**src/rtl/vecmap_map.svh**
```systemverilog
`ifndef VECMAP_MAP_SVH
`define VECMAP_MAP_SVH

// ----------------------------------------
// Address regions
// ----------------------------------------
`define DPAGE_LO       16'h0000
`define DPAGE_HI       16'h007f
`define HPAGE_LO       16'h1800
`define HPAGE_HI       16'h18ff
`define NVREG_LO       16'hffb0
`define NVREG_HI       16'hffbf
`define VEC_LO         16'hffc0
`define VEC_HI         16'hffff

// ----------------------------------------
// Nonvolatile block layout (byte offsets)
// ----------------------------------------
`define NV_KEY_OFS     4'h0
`define NV_KEY_LEN     8
`define NV_PROT_OFS    4'hd
`define NV_OPT_OFS     4'hf
`define NV_ERASED      8'hff

// ----------------------------------------
// Vector slots (pair index 0..31) and widths
// ----------------------------------------
`define VEC_COUNT      32
`define VEC_PORT       5'h09
`define VEC_TIMER_LO   5'h11
`define VEC_TIMER_HI   5'h1a
`define VEC_RESET      5'h1f

// ----------------------------------------
// Control register (own direct-page byte)
// ----------------------------------------
`define CTRL_OFS       8'h7f
`define CTRL_RESET     8'h00
`define CTRL_LVD_BIT   0
`define CTRL_BDC_BIT   1
`define CTRL_ADCK_BIT  2
`define CTRL_RTC_BIT   3
`define CTRL_PPD_BIT   4
`define STAT_OFS       8'h7e

`endif

```
**src/rtl/vecmap_pkg.sv**
```systemverilog
package vecmap_pkg;
  // Power state of the device
  typedef enum logic [1:0] {
    pw_run   = 2'b00,
    pw_light = 2'b01,
    pw_deep  = 2'b10
  } power_t;

  // Region hit by an address
  typedef enum logic [2:0] {
    rg_none  = 3'b000,
    rg_dpage = 3'b001,
    rg_hpage = 3'b010,
    rg_nvreg = 3'b011,
    rg_vec   = 3'b100
  } region_t;

  typedef struct packed {
    power_t     mode;
    logic [7:0] ctrl;
    logic [7:0] prot;
    logic [7:0] opt;
    logic [7:0] rdata;
    logic       region_q;
  } state_t;
endpackage

```
**src/rtl/vector_map_and_stop_gating.sv**
```systemverilog
// The register offsets and the plain strobed port were left to the implementer.
`include "vecmap_map.svh"
// Overview of operation
// - On any stop entry, peripheral clocks are halted.
// - With debug enabled at stop, only debug logic keeps its clock.
// - Comparator runs in light stop only with voltage detector on.
// - Converter runs in light stop only with async clock and detector on.
// - Internal reference runs in light stop only if both enable bits set.
// - Real-time counter runs in either stop only when enabled.
// - Regulator stays active in stop when detector or debug enabled.
// - External oscillator runs in light stop only if both enables set.
// - High range oscillator also needs the voltage detector in light stop.
// - Direct page decodes 0x0000 to 0x007f.
// - High page decodes 0x1800 to 0x18ff.
// - Nonvolatile block decodes 0xffb0 to 0xffbf, sixteen bytes.
// - Every reset copies protection and option bytes into working registers.
// - Nonvolatile block holds an eight-byte backdoor key.
// - Vectors are 32 high/low byte pairs from 0xffc0 to 0xffff.
// - Direct-mode accesses carry only the low address byte.
// - Only control byte bits 0 to 4 can be set and cleared; other direct-page bytes ignore writes.
// - Fixed-zero bits always read as 0.
module vector_map_and_stop_gating #(
  parameter logic [15:0] VEC_BASE_ADDR = 16'h8000  // Arbitrary handler base
) (
  input  wire logic        mclk,
  input  wire logic        rst,
  input  wire logic [15:0] addr,
  input  wire logic        direct_mode,
  input  wire logic [7:0]  wdata,
  input  wire logic        wr,
  input  wire logic        rd,
  output      logic [7:0]  rdata,
  output      logic [2:0]  region,
  input  wire logic [7:0]  nv_image [16],
  input  wire logic        stop_req,
  input  wire logic        wake,
  input  wire logic        int_ref_clock_enable,
  input  wire logic        int_ref_stop_enable,
  input  wire logic        ext_ref_clock_enable,
  input  wire logic        ext_ref_stop_enable,
  input  wire logic        osc_high_range,
  input  wire logic        rtc_enable,
  output      logic        periph_clk_en,
  output      logic        debug_clk_en,
  output      logic        cmp_run,
  output      logic        adc_run,
  output      logic        int_ref_run,
  output      logic        rtc_run,
  output      logic        regulator_full,
  output      logic        ext_osc_run,
  output      logic        core_power_on,
  output      logic        io_hold,
  output      logic [63:0] backdoor_key,
  output      logic [7:0]  flash_protection_byte,
  output      logic [7:0]  flash_option_byte
);

  // ----------------------------------------
  // Address decode
  // ----------------------------------------
  // Direct mode carries only the low byte, so upper byte is forced to zero
  function automatic vecmap_pkg::region_t decode(input logic [15:0] a, input logic dm);
    logic [15:0] full;
    full = dm ? {8'h00, a[7:0]} : a;
    if (full <= `DPAGE_HI)                           decode = vecmap_pkg::rg_dpage;
    else if (full >= `HPAGE_LO && full <= `HPAGE_HI) decode = vecmap_pkg::rg_hpage;
    else if (full >= `NVREG_LO && full <= `NVREG_HI) decode = vecmap_pkg::rg_nvreg;
    else if (full >= `VEC_LO)                        decode = vecmap_pkg::rg_vec;
    else                                             decode = vecmap_pkg::rg_none;
  endfunction

  // Handler address for each vector slot; port pins share slot 9, timers own one each
  function automatic logic [15:0] vec_target(input logic [4:0] slot);
    vec_target = VEC_BASE_ADDR + {9'h000, slot, 2'b00};
  endfunction

  vecmap_pkg::region_t hit;
  logic [15:0]         eff_addr;
  assign eff_addr = direct_mode ? {8'h00, addr[7:0]} : addr;
  assign hit      = decode(addr, direct_mode);
  assign region   = hit;

  // ----------------------------------------
  // State
  // ----------------------------------------
  vecmap_pkg::state_t st;
  vecmap_pkg::state_t next_st;
  logic               lvd_on;
  logic               bdc_on;
  logic               light;
  logic               deep;
  logic [15:0]        vaddr;
  logic [63:0]        key;

  assign lvd_on = st.ctrl[`CTRL_LVD_BIT];
  assign bdc_on = st.ctrl[`CTRL_BDC_BIT];
  assign light  = (st.mode == vecmap_pkg::pw_light);
  assign deep   = (st.mode == vecmap_pkg::pw_deep);

  // Backdoor key bytes gathered from the nonvolatile image
  genvar gi;
  generate
    for (gi = 0; gi < `NV_KEY_LEN; gi++) begin : g_key
      assign key[gi*8 +: 8] = nv_image[`NV_KEY_OFS + gi];
    end
  endgenerate

  // Next state and read data
  always_comb begin
    next_st          = st;
    next_st.region_q = 1'b0;
    vaddr            = 16'h0000;
    // Power mode sequencing; debug or detector forces the lighter stop
    case (st.mode)
      vecmap_pkg::pw_run: begin
        if (stop_req) begin
          if (bdc_on || lvd_on || !st.ctrl[`CTRL_PPD_BIT]) begin
            next_st.mode = vecmap_pkg::pw_light;
          end else begin
            next_st.mode = vecmap_pkg::pw_deep;
          end
        end
      end
      vecmap_pkg::pw_light: begin
        if (wake) begin
          next_st.mode = vecmap_pkg::pw_run;
        end
      end
      vecmap_pkg::pw_deep: begin
        if (wake) begin
          next_st.mode = vecmap_pkg::pw_run;
        end
      end
      default: begin
        next_st.mode = vecmap_pkg::pw_run;
      end
    endcase
    // Control byte: plain writes; bit-set and bit-clear work as byte writes
    if (wr && hit == vecmap_pkg::rg_dpage && eff_addr[7:0] == `CTRL_OFS) begin
      next_st.ctrl = {3'b000, wdata[4:0]};
    end
    // Nonvolatile and vector bytes ignore plain writes
    if (rd) begin
      next_st.region_q = 1'b1;
      case (hit)
        vecmap_pkg::rg_dpage: begin
          if (eff_addr[7:0] == `CTRL_OFS) begin
            next_st.rdata = st.ctrl;
          end else if (eff_addr[7:0] == `STAT_OFS) begin
            next_st.rdata = {6'h00, st.mode};
          end else begin
            next_st.rdata = 8'h00;
          end
        end
        vecmap_pkg::rg_nvreg: begin
          next_st.rdata = nv_image[eff_addr[3:0]];
        end
        vecmap_pkg::rg_vec: begin
          vaddr         = vec_target(eff_addr[5:1]);
          next_st.rdata = eff_addr[0] ? vaddr[7:0] : vaddr[15:8];
        end
        default: begin
          next_st.rdata = 8'h00;
        end
      endcase
    end
  end

  // Every reset reloads working bytes from flash at the first clocked edge
  logic loaded;
  always_ff @(posedge mclk or posedge rst) begin
    if (rst) begin
      st     <= '{vecmap_pkg::pw_run, `CTRL_RESET, `NV_ERASED, `NV_ERASED, 8'h00, 1'b0};
      loaded <= 1'b0;
    end else begin
      st     <= next_st;
      loaded <= 1'b1;
      if (!loaded) begin
        st.prot <= nv_image[`NV_PROT_OFS];
        st.opt  <= nv_image[`NV_OPT_OFS];
      end
    end
  end

  // ----------------------------------------
  // Stop-mode keep-alive outputs
  // ----------------------------------------
  assign rdata                 = st.rdata;
  assign periph_clk_en         = !(light || deep);
  assign debug_clk_en          = !(light || deep) || bdc_on;
  assign cmp_run               = !(light || deep) || (light && lvd_on);
  assign adc_run               = !(light || deep) || (light && lvd_on && st.ctrl[`CTRL_ADCK_BIT]);
  assign int_ref_run           = !(light || deep) || (light && int_ref_clock_enable && int_ref_stop_enable);
  assign rtc_run               = !(light || deep) || rtc_enable;
  assign regulator_full        = !(light || deep) || lvd_on || bdc_on;
  assign ext_osc_run           = !(light || deep) ||
                                 (light && ext_ref_clock_enable && ext_ref_stop_enable &&
                                  (!osc_high_range || lvd_on));
  assign core_power_on         = !deep;
  assign io_hold               = light || deep;
  assign backdoor_key          = key;
  assign flash_protection_byte = st.prot;
  assign flash_option_byte     = st.opt;
endmodule

```
**config.mk**
```make
export PLATFORM = sky130hd
export DESIGN_NAME = vector_map_and_stop_gating
export DESIGN_NICKNAME = d
export VERILOG_FILES = /design/src/rtl/vecmap_pkg.sv /design/src/rtl/vector_map_and_stop_gating.sv
export VERILOG_INCLUDE_DIRS = /design/src /design/src/rtl
export SDC_FILE = /design/constraint.sdc
export NUM_CORES = 1
export LEC_CHECK = 0
export BUFFER_PORTS_ARGS = -buffer_cell sky130_fd_sc_hd__buf_2
export CORE_AREA = 2 2 102 104
export DETAILED_ROUTE_END_ITERATION = 8
export DIE_AREA = 0 0 104 106
export PLACE_DENSITY = 0.69
export SLEW_MARGIN = 25
export SYNTH_ARGS = -nofsm -noshare
export SYNTH_HDL_FRONTEND = slang
export SYNTH_SLANG_ARGS = --single-unit
```
**constraint.sdc**
```tcl
create_clock -name mclk -period 1.8 [get_ports mclk]
set_clock_uncertainty 0.1 [all_clocks]
set_input_delay 0.36 -clock mclk [delete_from_list [all_inputs] [get_ports mclk]]
set_output_delay 0.36 -clock mclk [all_outputs]
set_load 0.1 [all_outputs]
```
# After elaboration in Yosys (flattened, before gate mapping)
# Cells that the tools add are included.
totals:
  input_bits: 165
  out_inout_bits: 101
  word_cells: 70
  ff_bits: 32
classes:
  n_reduce_logical: 30
  n_mux: 16
  n_lt_le_gt_ge: 7
  n_eq_ne: 9
  bitwise_logic: 1
  addsub: 1
op_table:
  columns: ["op", "count"]
  rows:
  - ["binary-select mux 8 bit (select 4 bit)", 1]
  - ["greater-or-equal comparator 16 bit (second input constant)", 2]
  - ["two-way mux 8 bit", 3]
  - ["case mux 8 bit (3 select lines)", 1]
  - ["adder 16 x 7 -> 16 bit (first input constant)", 1]
  - ["== test 8 x 7 -> 1 bit (second input constant)", 2]
  - ["greater-or-equal comparator 16 x 13 -> 1 bit (second input constant)", 1]
  - ["<= comparator 16 x 13 -> 1 bit (second input constant)", 1]
  - ["<= comparator 16 bit (second input constant)", 1]
  - ["<= comparator 16 x 7 -> 1 bit (second input constant)", 1]
  - ["two-way mux 16 bit", 1]
  - ["logical OR 1 bit", 12]
  - ["two-way mux 3 bit", 4]
  - ["logical AND 1 bit", 11]
  - ["two-way mux 2 bit", 4]
  - ["greater-or-equal comparator 5 bit (second input constant)", 1]
  - ["two-way mux 5 bit", 1]
  - ["NOT 4 -> 5 bit", 1]
  - ["zero test 1 bit", 4]
  - ["case mux 2 bit (2 select lines)", 1]
  - ["== test 3 x 1 -> 1 bit (second input constant)", 1]
  - ["== test 3 x 2 -> 1 bit (second input constant)", 1]
  - ["== test 3 bit (second input constant)", 1]
  - ["== test 2 x 1 -> 1 bit (second input constant)", 1]
  - ["6 further kinds", 6]

# Depth between registers and ports, before layout
# Gate-level depths: netlist of the first run.
logic_depth:
  word_depth: 9
  depth_mapped: 8
  mapped_depth_nobuf: 7

# Worst setup path after synthesis of the first run
# Ideal clock, no wire load.
synth_timing:
  path_type: "input -> output"
  start: "in addr[14]"
  end: "out region[1]"
  path_slack_ns: -2.513
  n_path_buf: 0
  arrival_ns: 3.853
  path_stages: 3
  path_cell_list: "nor4_1 > inv_1 > o41ai_1"
synth_via:
  elab_chain_len: 6
synth_rtl:
  columns: ["element", "line_no", "text"]
  rows:
  - ["from (decl)", "vector_map_and_stop_gating.sv:27", "input wire logic [15:0] addr,"]
  - ["two-way mux 16 bit *", "vector_map_and_stop_gating.sv:64", "full = dm ? {8'h00, a[7:0]} : a;"]
  - ["greater-or-equal comparator 16 bit (no source line) / <= comparator 16 bit (equally long branches)", null, null]
  - ["logical AND 1 bit (no source line)", null, null]
  - ["two-way mux 3 bit", "vector_map_and_stop_gating.sv:67", "else if (full >= `NVREG_LO && full <= `NVREG_HI) decode = vecmap_pkg::rg_nvreg;"]
  - ["two-way mux 3 bit", "vector_map_and_stop_gating.sv:66", "else if (full >= `HPAGE_LO && full <= `HPAGE_HI) decode = vecmap_pkg::rg_hpage;"]
  - ["two-way mux 3 bit *", "vector_map_and_stop_gating.sv:65", "if (full <= `DPAGE_HI) decode = vecmap_pkg::rg_dpage;"]
  - ["to (decl)", "vector_map_and_stop_gating.sv:33", "output logic [2:0] region,"]
# Mark *: on every way between the ends. The rest lies on a longest branch, timed or not.

# Worst setup path after layout of the first run
layout_timing:
  start: "in direct_mode"
  end: "out region[1]"
layout_via:
  elab_chain_len: 6
layout_rtl:
  columns: ["element", "line_no", "text"]
  rows:
  - ["from (decl)", "vector_map_and_stop_gating.sv:28", "input wire logic direct_mode,"]
  - ["two-way mux 16 bit *", "vector_map_and_stop_gating.sv:64", null]
  - ["greater-or-equal comparator 16 bit (no source line) / <= comparator 16 bit (equally long branches)", null, null]
  - ["logical AND 1 bit (no source line)", null, null]
  - ["two-way mux 3 bit", "vector_map_and_stop_gating.sv:67", null]
  - ["two-way mux 3 bit", "vector_map_and_stop_gating.sv:66", null]
  - ["two-way mux 3 bit *", "vector_map_and_stop_gating.sv:65", null]
# Marked as above.

==> results of run 1 <==
## through the flow
step | util (%) | TNS, ns
floorplan | - | -4.76
global placement | 47.5 | -4.72
detailed placement | 47.5 | -5.11
CTS | 50.3 | -1.64
global route | 51.0 | -2.31
finish | 51.0 | -1.59
## worst max-delay path, stage by stage
cell and delay [ns]:
buf_6 0.09, nand3b_1 0.16, or2_4 0.24, or4_4 0.52
o41ai_4 0.09, buf_12 0.22
## timing repair
action / in CTS / in global routing
pin swaps: 9 / 9
resized for setup: 26 / 13
hold buffers: 0 / 0
buffers inserted: 8 / 6
setup endpoints to repair: 20 / 26
## metal layers
layer | up-vias | GRT usage [%] | routed length (µm)
li1 | 1474 | - | -
met1 | 1537 | 23.6 | 4440
met2 | 140 | 37.1 | 5950
met3 | 10 | 3.74 | 646
met4 | 0 | 2.99 | 55
met5 | - | 0 | 0
## flip-flops by register name, summed over array words and instances, names as in the netlist
signal / flops
flash_protection_byte: 8
st: 5
loaded: 1
bdc_on: 1
flash_option_byte: 8
rdata: 8
lvd_on: 1
## area by class of cell
class	instances	share of cell area, %
tap	136	3.34
multi-input combinational	158	38.3
clock buffer	6	1.42
inverter	8	0.638
clock inverter	2	0.687
timing repair buffer	317	39.5
sequential	32	16.1
## cell usage in the layout (no fill, tap or decap), types with 4 or more instances in the layout
| cell | count |
|---|---|
| a21oi_1 | 5 |
| buf_12 | 17 |
| buf_2 | 246 |
| buf_4 | 44 |
| buf_6 | 10 |
| clkbuf_8 | 5 |
| dfrtp_1 | 16 |
| dfstp_2 | 16 |
| inv_1 | 5 |
| mux2_2 | 19 |
| mux2_4 | 5 |
| mux2i_1 | 6 |
| mux4_1 | 7 |
| mux4_2 | 26 |
| nand2_1 | 8 |
| nand2b_1 | 4 |
| nor2_1 | 4 |
| nor2b_1 | 8 |
| o21ai_0 | 4 |
## power groups by stage
stage / combinational [µW] / clock, µW / sequential [µW]
2_1_floorplan: 2360 / 0 / 843
3_3_place_gp: 3090 / 0 / 845
3_5_place_dp: 3120 / 0 / 848
4_1_cts: 3290 / 707 / 838
5_1_grt: 3420 / 749 / 847
6_report: 3300 / 684 / 839
## worst min-delay path by stage
| stage | from | end | slack (ns) | cells after the start |
|---|---|---|---|---|
| floorplan | rst | bdc_on$_DFFE_PP0P_ | 0.36 | 1 |
| global placement | rst | lvd_on$_DFFE_PP0P_ | 0.38 | 3 |
| detailed placement | rst | rdata[7]$_DFFE_PP0P_ | 0.39 | 3 |
| CTS | rst | bdc_on$_DFFE_PP0P_ | 0.08 | 3 |
| global route | rst | bdc_on$_DFFE_PP0P_ | 0.11 | 3 |
| finish | rst | rdata[7]$_DFFE_PP0P_ | 0.07 | 3 |
## logic make-up (layout without fill, tap and decap cells)
family                     after synthesis  count (layout)  synth area share [%]
buffers and inverters                  112             333                  23.3
muxes                                   64              64                  33.5
and+or+nand+nor                         53              53                  9.71
AOI/OAI and AO/OA                       37              37                  7.48
DFF                                     32              32                  24.8
adders and majority gates                3               3                  1.13
other                                    1               1                 0.113
==> impl_metrics.py, run 1 <==
metrics = {
    "outcome": {
        "outcome": "finished with violations",
        "violations": "setup timing",
    },
    "pwr": {
        "ir_drop_uv": 897,
        "p_int_uw": 2310,
        "powerDensity_nw_per_um2": 946,
        "power.total_uw": 4820,
        "swShare_pct": 52.1,
        "p_comb_share_pct": 68.4,
        "power.switching_uw": 2510,
        "seqPwrFrac_pct": 17.4,
        "clkPwrFrac_pct": 14.2,
        "leakage_uw": 0.00253,
    },
    "floorplanning": {
        "die_x_um": 104,
        "coreArea_um2": 10000,
        "die_h_um": 106,
        "die_area_um2": 11000,
        "start_util_pct": 33.1,
        "ios": 266,
        "placementRows": 37,
    },
    "finish": {
        "layout-drive-gt1-share_pct": 80.3,
        "areaGrowthSynthToFinish_pct": 53.9,
        "regArea_um2": 821,
        "multi_input_area_um2": 1950,
        "fin_area_um2": 5100,
        "final_cell_count_no_fill": 659,
        "n_antenna_cell": 0,
        "fillers": 937,
        "fin_nets": 690,
    },
    "clocking": {
        "htree_levels": 2,
        "cts_made_buffers": 5,
        "cts_tree": "built",
        "clk_pin_slew_ns": 0.07,
        "cts_root_buffer": "clkbuf_8",
        "cts_buffer_depth": 2,
        "cts.sinks": 32,
        "clk_latency_ns": 0.28,
    },
    "global_route": {
        "grt_usage_pct": 19.6,
        "grt_max_degree": 33,
        "antenna_found_initial": 0,
        "grt_pass1_wl_mm": 17.2,
        "overflow": 0,
        "grt_pass1_vias": 3312,
    },
    "placed_design": {
        "dp_hpwl_mm": 9.36,
        "portBuffers": 262,
        "dpl_cell_area_um2": 4750,
        "pre_cts_ws_ns": -0.504,
        "gp_congestion": 0.842,
        "dpl.cell_count": 640,
    },
    "synthesis": {
        "avgSynthCellArea_um2": 11.0,
        "syn_nets": 470,
        "synth_edf_count": 0,
        "synth-seq-cells": 32,
        "async_reset_ff_share_pct": 100,
        "synthCells": 302,
        "ys_seq_area_share_pct": 24.8,
        "synthTopCellsByArea": "buf_4 20%, mux4_2 18%, dfstp_2 13%",
        "syn_area_um2": 3310,
        "ys_warn_count": 0,
        "ys.flop_type": "dfstp_2",
        "synth_top_area_share_pct": 20.2,
        "yosys.cell_types.count": 45,
        "yosysMostFrequentCell": "buf_4",
        "synth_commonest_cells": "89 x buf_4, 26 x mux4_2, 24 x mux2_2, 16 x dfrtp_1, 16 x dfstp_2",
        "yosysTopAreaCell": "buf_4",
    },
    "route": {
        "dr.pass1.iters": 4,
        "vias_per_cell": 4.80,
        "detail-route-antenna-nets": 0,
        "wl_mm": 11.1,
        "drtIter0Drc": 135,
        "vias": 3161,
        "drc": 0,
        "avgRoutedWirePerCell_um": 16.8,
    },
    "sta": {
        "report.final.hold_viol_count": 0,
        "relSlewSlack_pct": 65.8,
        "tightest_slew_ns": 0.516,
        "drv_slew": 0,
        "finalCriticalPeriod_ns": 2.15,
        "final_min_period_over_clock_period_pct": 119,
        "fmax_ghz": 0.466,
        "setup_violations": 12,
        "setup_slack_ns": -0.347,
        "rsz0062_at_grt": "true",
        "holdWs_ns": 0.0654,
    },
    "flow_run": {
        "max_cap_viol_count": 0,
    },
    "worst_setup_path": {
        "criticalPathCategory": "in2out",
        "crit_path_max_fanout": 2,
        "r2r_slack_ns": 0.20,
        "cp.arrival_ns": 1.69,
        "regToRegStartpoint": "st[34]$_DFFE_PP0P_",
        "worst_setup_path_end_kind": "primary output",
        "cp_data_required_time_ns": 1.34,
        "worstReg2RegEnd": "st[33]$_DFFE_PP0P_",
        "endpoint": "region[1]",
        "reg2regPathDepth": 8,
        "crit_start": "direct_mode",
        "start_kind": "primary input",
    },
    "worst_hold_path": {
        "hp-class": "in2async",
    },
}
No activity file was read; power rests on OpenSTA's default activity.
==> run 2: changes to the inputs <==
- SETUP_SLACK_MARGIN: not set -> 0.2
==> run 2 against run 1 <==
The flow still finishes with violations (setup timing); worst setup slack got worse by 0.026 ns; critical path depth unchanged; via count increased by 2.8%; power increased by 3.2%; combinational power increased by 6.1%; die area unchanged; register-to-register slack improved by 0.05 ns; hold slack got worse by 0.0072 ns; highest routed layer unchanged.
==> impl_metrics.py, run 2 (synthesis results as in run 1) <==
metrics = {
    "pwr": {
        "ir_drop_uv": 847,
        "leakage_uw": 0.00264,
        "powerDensity_nw_per_um2": 916,
    },
    "finish": {
        "regArea_um2": 821,
        "multi_input_area_um2": 2040,
        "mostFrequentLayoutCells": "227 x buf_2, 53 x buf_4, 33 x mux4_2",
        "fillers": 890,
        "fin_area_um2": 5430,
        "areaGrowthSynthToFinish_pct": 64.0,
        "layout_commonest_cell": "buf_2",
        "fin_nets": 699,
        "layout-drive-gt1-share_pct": 84.8,
    },
    "route": {
        "wl_mm": 12.0,
        "vias_per_cell": 4.86,
        "detail-route-antenna-nets": 0,
        "drtIter0Drc": 97,
        "vias": 3250,
        "drc": 0,
        "avgRoutedWirePerCell_um": 18.0,
        "dr.pass1.iters": 4,
    },
    "clocking": {
        "htree_levels": 2,
        "cts_hold_buf": 0,
        "cts.sinks": 32,
        "cts_made_buffers": 5,
        "cts_buffer_depth": 2,
        "cts_tree": "built",
        "clk_pin_slew_ns": 0.08,
        "clk_latency_ns": 0.28,
        "cts_root_buffer": "clkbuf_8",
    },
    "sta": {
        "setup_slack_ns": -0.373,
        "final_min_period_over_clock_period_pct": 121,
        "setup_violations": 17,
        "rsz0062_at_grt": "true",
        "setup_tns_ns": -2.00,
        "drv_slew": 0,
        "fmax_ghz": 0.460,
        "report.final.hold_viol_count": 0,
        "finalCriticalPeriod_ns": 2.17,
    },
    "floorplanning": {
        "die_area_um2": 11000,
        "placementRows": 37,
        "start_util_pct": 33.1,
        "coreArea_um2": 10000,
        "ios": 266,
        "die_h_um": 106,
        "die_x_um": 104,
    },
    "global_route": {
        "gr-usage-met2_pct": 37.2,
        "grt_pass1_vias": 3448,
        "grt_usage_pct": 20.7,
        "grt_util_met3_pct": 4.41,
        "antenna_found_initial": 1,
        "grt_pass1_wl_mm": 18.0,
        "overflow": 0,
        "met1_usage_pct": 25.7,
        "grt_max_degree": 33,
        "busiest_layer": "met2",
    },
    "worst_setup_path": {
        "start_kind": "primary input",
        "criticalPathCategory": "in2out",
        "reg2regPathDepth": 7,
        "cp.arrival_ns": 1.71,
        "worst_setup_path_end_kind": "primary output",
        "cp_data_required_time_ns": 1.34,
        "crit_path_max_fanout": 2,
    },
    "worst_hold_path": {
        "hp-class": "in2async",
    },
    "placed_design": {
        "portBuffers": 262,
        "gp_congestion": 0.883,
        "dpl_cell_area_um2": 4830,
        "dp_hpwl_mm": 9.62,
    },
    "outcome": {
        "violations": "setup timing",
        "outcome": "finished with violations",
    },
    "flow_run": {
        "max_cap_viol_count": 0,
    },
}
[run 2: what timing repair did]
action	CTS	global route
setup buffers	10	4
setup endpoints to repair	42	34
gates cloned	2	0
endpoints found under the hold margin	0	0
pin swaps	15	16
resized for setup	77	24
[run 2: routing by layer]
layer | up-vias | part of all wire (%)
met4 | 0 | 0.95
li1 | 1491 | -
met3 | 9 | 5.9
met2 | 147 | 52
met5 | - | 0
met1 | 1603 | 41
[run 2: critical path: stages]
cell and delay (ns):
buf_6 0.09, nand3b_1 0.17, or2_4 0.25, or4_4 0.52
o41ai_4 0.09, buf_12 0.22
[run 2: cell type report]
class,count,area share (%)
Timing Repair Buffer,326,41.7
Multi-Input combinational cell,158,37.5
Antenna cell,1,0.0461
Sequential cell,32,15.1
Clock inverter,1,0.0921
Clock buffer,7,1.80
Tap cell,136,3.13
Inverter,8,0.668
[run 2: metrics by stage]
step	cells	setup slack [ns]	utilization (%)	hold slack (ns)	total power (µW)
2_1_floorplan	302	-0.480	-	0.364	3270
3_5_place_dp	644	-0.497	48.3	0.381	4020
3_3_place_gp	644	-0.482	48.3	0.366	3990
6_report	669	-0.373	54.3	0.0581	4980
4_1_cts	664	-0.339	52.9	0.0643	4930
5_1_grt	668	-0.380	54.3	0.0954	5150
[run 2: power by group]
group	total [µW]	internal, µW	switching [µW]
sequential	847	803	43.4
clock	636	355	281
combinational	3500	1230	2270
total	4980	2390	2590
[run 2: worst paths after layout]
| kind | from | endpoint | slack [ns] |
|---|---|---|---|
| worst max-delay path | direct_mode | region[1] | -0.37 |
| worst min-delay path | rst | loaded$_DFF_PP0_ | 0.06 |
| worst max register to register | st[33]$_DFFE_PP0P_ | st[34]$_DFFE_PP0P_ | 0.25 |
| worst min register to register | rdata[7]$_DFFE_PP0P_ | rdata[7]$_DFFE_PP0P_ | 0.45 |
| max in group asynchronous | rst | flash_protection_byte[1]$_DFFE_PP1N_ | 1.21 |
| min in group mclk | wdata[3] | st[28]$_DFFE_PP0P_ | 0.21 |
==> run 3: changes to the inputs <==
- PLACE_DENSITY: 0.69 -> 0.77
==> run 3 against run 2 <==
Clock-buffer cell count did not move; worst setup slack worse by 0.0081 ns; the flow still finishes with violations (setup timing); fmax is 0.37% lower; first-iteration DRC count rose by 62%; power shrank 1.6%.
==> impl_metrics.py, run 3 (synthesis results as in run 1) <==
metrics = {
    "worst_setup_path": {
        "cp.arrival_ns": 1.72,
        "r2r_slack_ns": 0.12,
        "worst_setup_path_end_kind": "primary output",
        "crit_cells": 6,
        "start_kind": "primary input",
        "slowest_delay_ns": 0.53,
        "critPathTopFamily": "simple AND/OR/NAND/NOR gates",
        "cp_slowest_cell": "or4_4",
        "cp_data_required_time_ns": 1.34,
        "critPathBufInv": 2,
        "criticalPathCategory": "in2out",
        "regToRegStartpoint": "st[34]$_DFFE_PP0P_",
        "crit_start": "direct_mode",
        "reg2regPathDepth": 9,
        "worstReg2RegEnd": "st[33]$_DFFE_PP0P_",
        "crit_chain": "buf_6 -> nand3b_1 -> or2_4 -> or4_4 -> o41ai_4 -> buf_12",
        "endpoint": "region[1]",
        "crit_path_max_fanout": 2,
    },
    "route": {
        "detail-route-antenna-nets": 0,
        "drtIter0Drc": 157,
        "avgRoutedWirePerCell_um": 18.9,
        "drc": 0,
        "dr.pass1.iters": 4,
        "wl_mm": 12.7,
        "vias": 3302,
        "vias_per_cell": 4.93,
    },
    "floorplanning": {
        "die_area_um2": 11000,
        "die_h_um": 106,
        "start_util_pct": 33.1,
        "die_x_um": 104,
        "coreArea_um2": 10000,
        "placementRows": 37,
        "ios": 266,
    },
    "finish": {
        "final_core_util_pct": 53.6,
        "n_antenna_cell": 0,
        "mostFrequentLayoutCells": "227 x buf_2, 62 x buf_4, 32 x mux4_2",
        "fin_nets": 701,
        "regArea_um2": 821,
        "areaGrowthSynthToFinish_pct": 61.8,
        "fillers": 897,
        "layout-drive-gt1-share_pct": 84.3,
        "layout_commonest_cell": "buf_2",
        "multi_input_area_um2": 2030,
    },
    "clocking": {
        "cts_root_buffer": "clkbuf_8",
        "clk_latency_ns": 0.28,
        "cts_buffer_depth": 2,
        "cts_hold_buf": 0,
        "cts_made_buffers": 5,
        "clk_pin_slew_ns": 0.06,
        "cts_tree": "built",
        "htree_levels": 2,
        "cts.sinks": 32,
    },
    "worst_hold_path": {
        "hp-class": "in2async",
    },
    "sta": {
        "drv_slew": 0,
        "setup_slack_ns": -0.381,
        "rsz0062_at_grt": "true",
        "relSlewSlack_pct": 56.2,
        "finalCriticalPeriod_ns": 2.18,
        "fmax_ghz": 0.458,
        "final_min_period_over_clock_period_pct": 121,
        "report.final.hold_viol_count": 0,
        "setup_violations": 23,
        "tightest_slew_ns": 0.657,
        "holdWs_ns": 0.0586,
    },
    "pwr": {
        "powerDensity_nw_per_um2": 914,
        "ir_drop_uv": 611,
        "p_comb_share_pct": 72.0,
        "leakage_uw": 0.00262,
        "p_int_uw": 2310,
        "clkPwrFrac_pct": 10.7,
        "seqPwrFrac_pct": 17.3,
        "swShare_pct": 52.9,
        "power.switching_uw": 2590,
    },
    "placed_design": {
        "portBuffers": 262,
        "pre_cts_ws_ns": -0.458,
        "gp_congestion": 0.848,
        "dp_hpwl_mm": 10.2,
    },
    "global_route": {
        "grt_pass1_vias": 3525,
        "grt_pass1_wl_mm": 18.7,
        "grt_usage_pct": 21.4,
        "antenna_found_initial": 0,
        "grt_max_degree": 33,
        "overflow": 0,
    },
    "outcome": {
        "outcome": "finished with violations",
        "violations": "setup timing",
    },
    "flow_run": {
        "max_cap_viol_count": 0,
    },
}
-- run 3: cell types whose count changed in the layout (fill, tap and decap cells not counted), sizes merged --
cell   previous run  this run
buf             326       328
diode             1         0
-- run 3: cell type report --
cell class,count,share of cell area [%]
clock buffer,7,1.42
clock inverter,1,0.0934
inverter,8,0.724
multi-input combinational,158,37.9
sequential,32,15.3
tap,136,3.17
timing repair buffer,328,41.4
-- run 3: layer usage --
layer	share of wire, %	vias up	track usage, %
met3	7.5	22	5.89
met4	1.7	0	5.69
met5	0	-	0
met1	39	1614	26.5
li1	-	1490	-
met2	52	176	37.1
-- run 3: through the flow --
stage | std cells | cell area (µm²) | power, µW | setup TNS [ns]
after detailed placement | 644 | 4800 | 4040 | -5.59
after global placement | 644 | 4800 | 3990 | -4.69
final | 670 | 5360 | 4900 | -3.23
after floorplan | 302 | 3560 | 3270 | -5.03
after CTS | 662 | 5220 | 4840 | -1.71
after global routing | 670 | 5360 | 5060 | -4.16
-- run 3: worst min-delay path by stage --
stage,cells past startpoint,to,slack [ns]
after global routing,3,loaded$_DFF_PP0_,0.1
after global placement,3,loaded$_DFF_PP0_,0.36
after CTS,3,loaded$_DFF_PP0_,0.06
after detailed placement,3,loaded$_DFF_PP0_,0.37
final,3,loaded$_DFF_PP0_,0.06
after floorplan,1,bdc_on$_DFFE_PP0P_,0.36
-- run 3: repair_timing --
action / in CTS / in global routing
buffers inserted: 9 / 8
resized for setup: 78 / 15
endpoints found under the setup margin: 42 / 26
pin swaps: 18 / 15
cloned: 1 / 0
-- run 3: worst reg2reg max path: cells and delay by family (launching register included) --
kind / cells / cell delay, ns
AO/OA/AOI/OAI: 2 / 0.15
adder cells (fa/ha/maj): 1 / 0.30
buffers and inverters: 3 / 0.38
flip-flops: 1 / 0.38
AND/OR/NAND/NOR: 3 / 0.26
-- run 3: power groups by stage --
stage               sequential (µW)  combinational [µW]  clock [µW]
global route                    856                3640         571
detailed placement              852                3190           0
global placement                848                3140           0
floorplan                       843                2430           0
finish                          848                3530         522
CTS                             846                3450         541
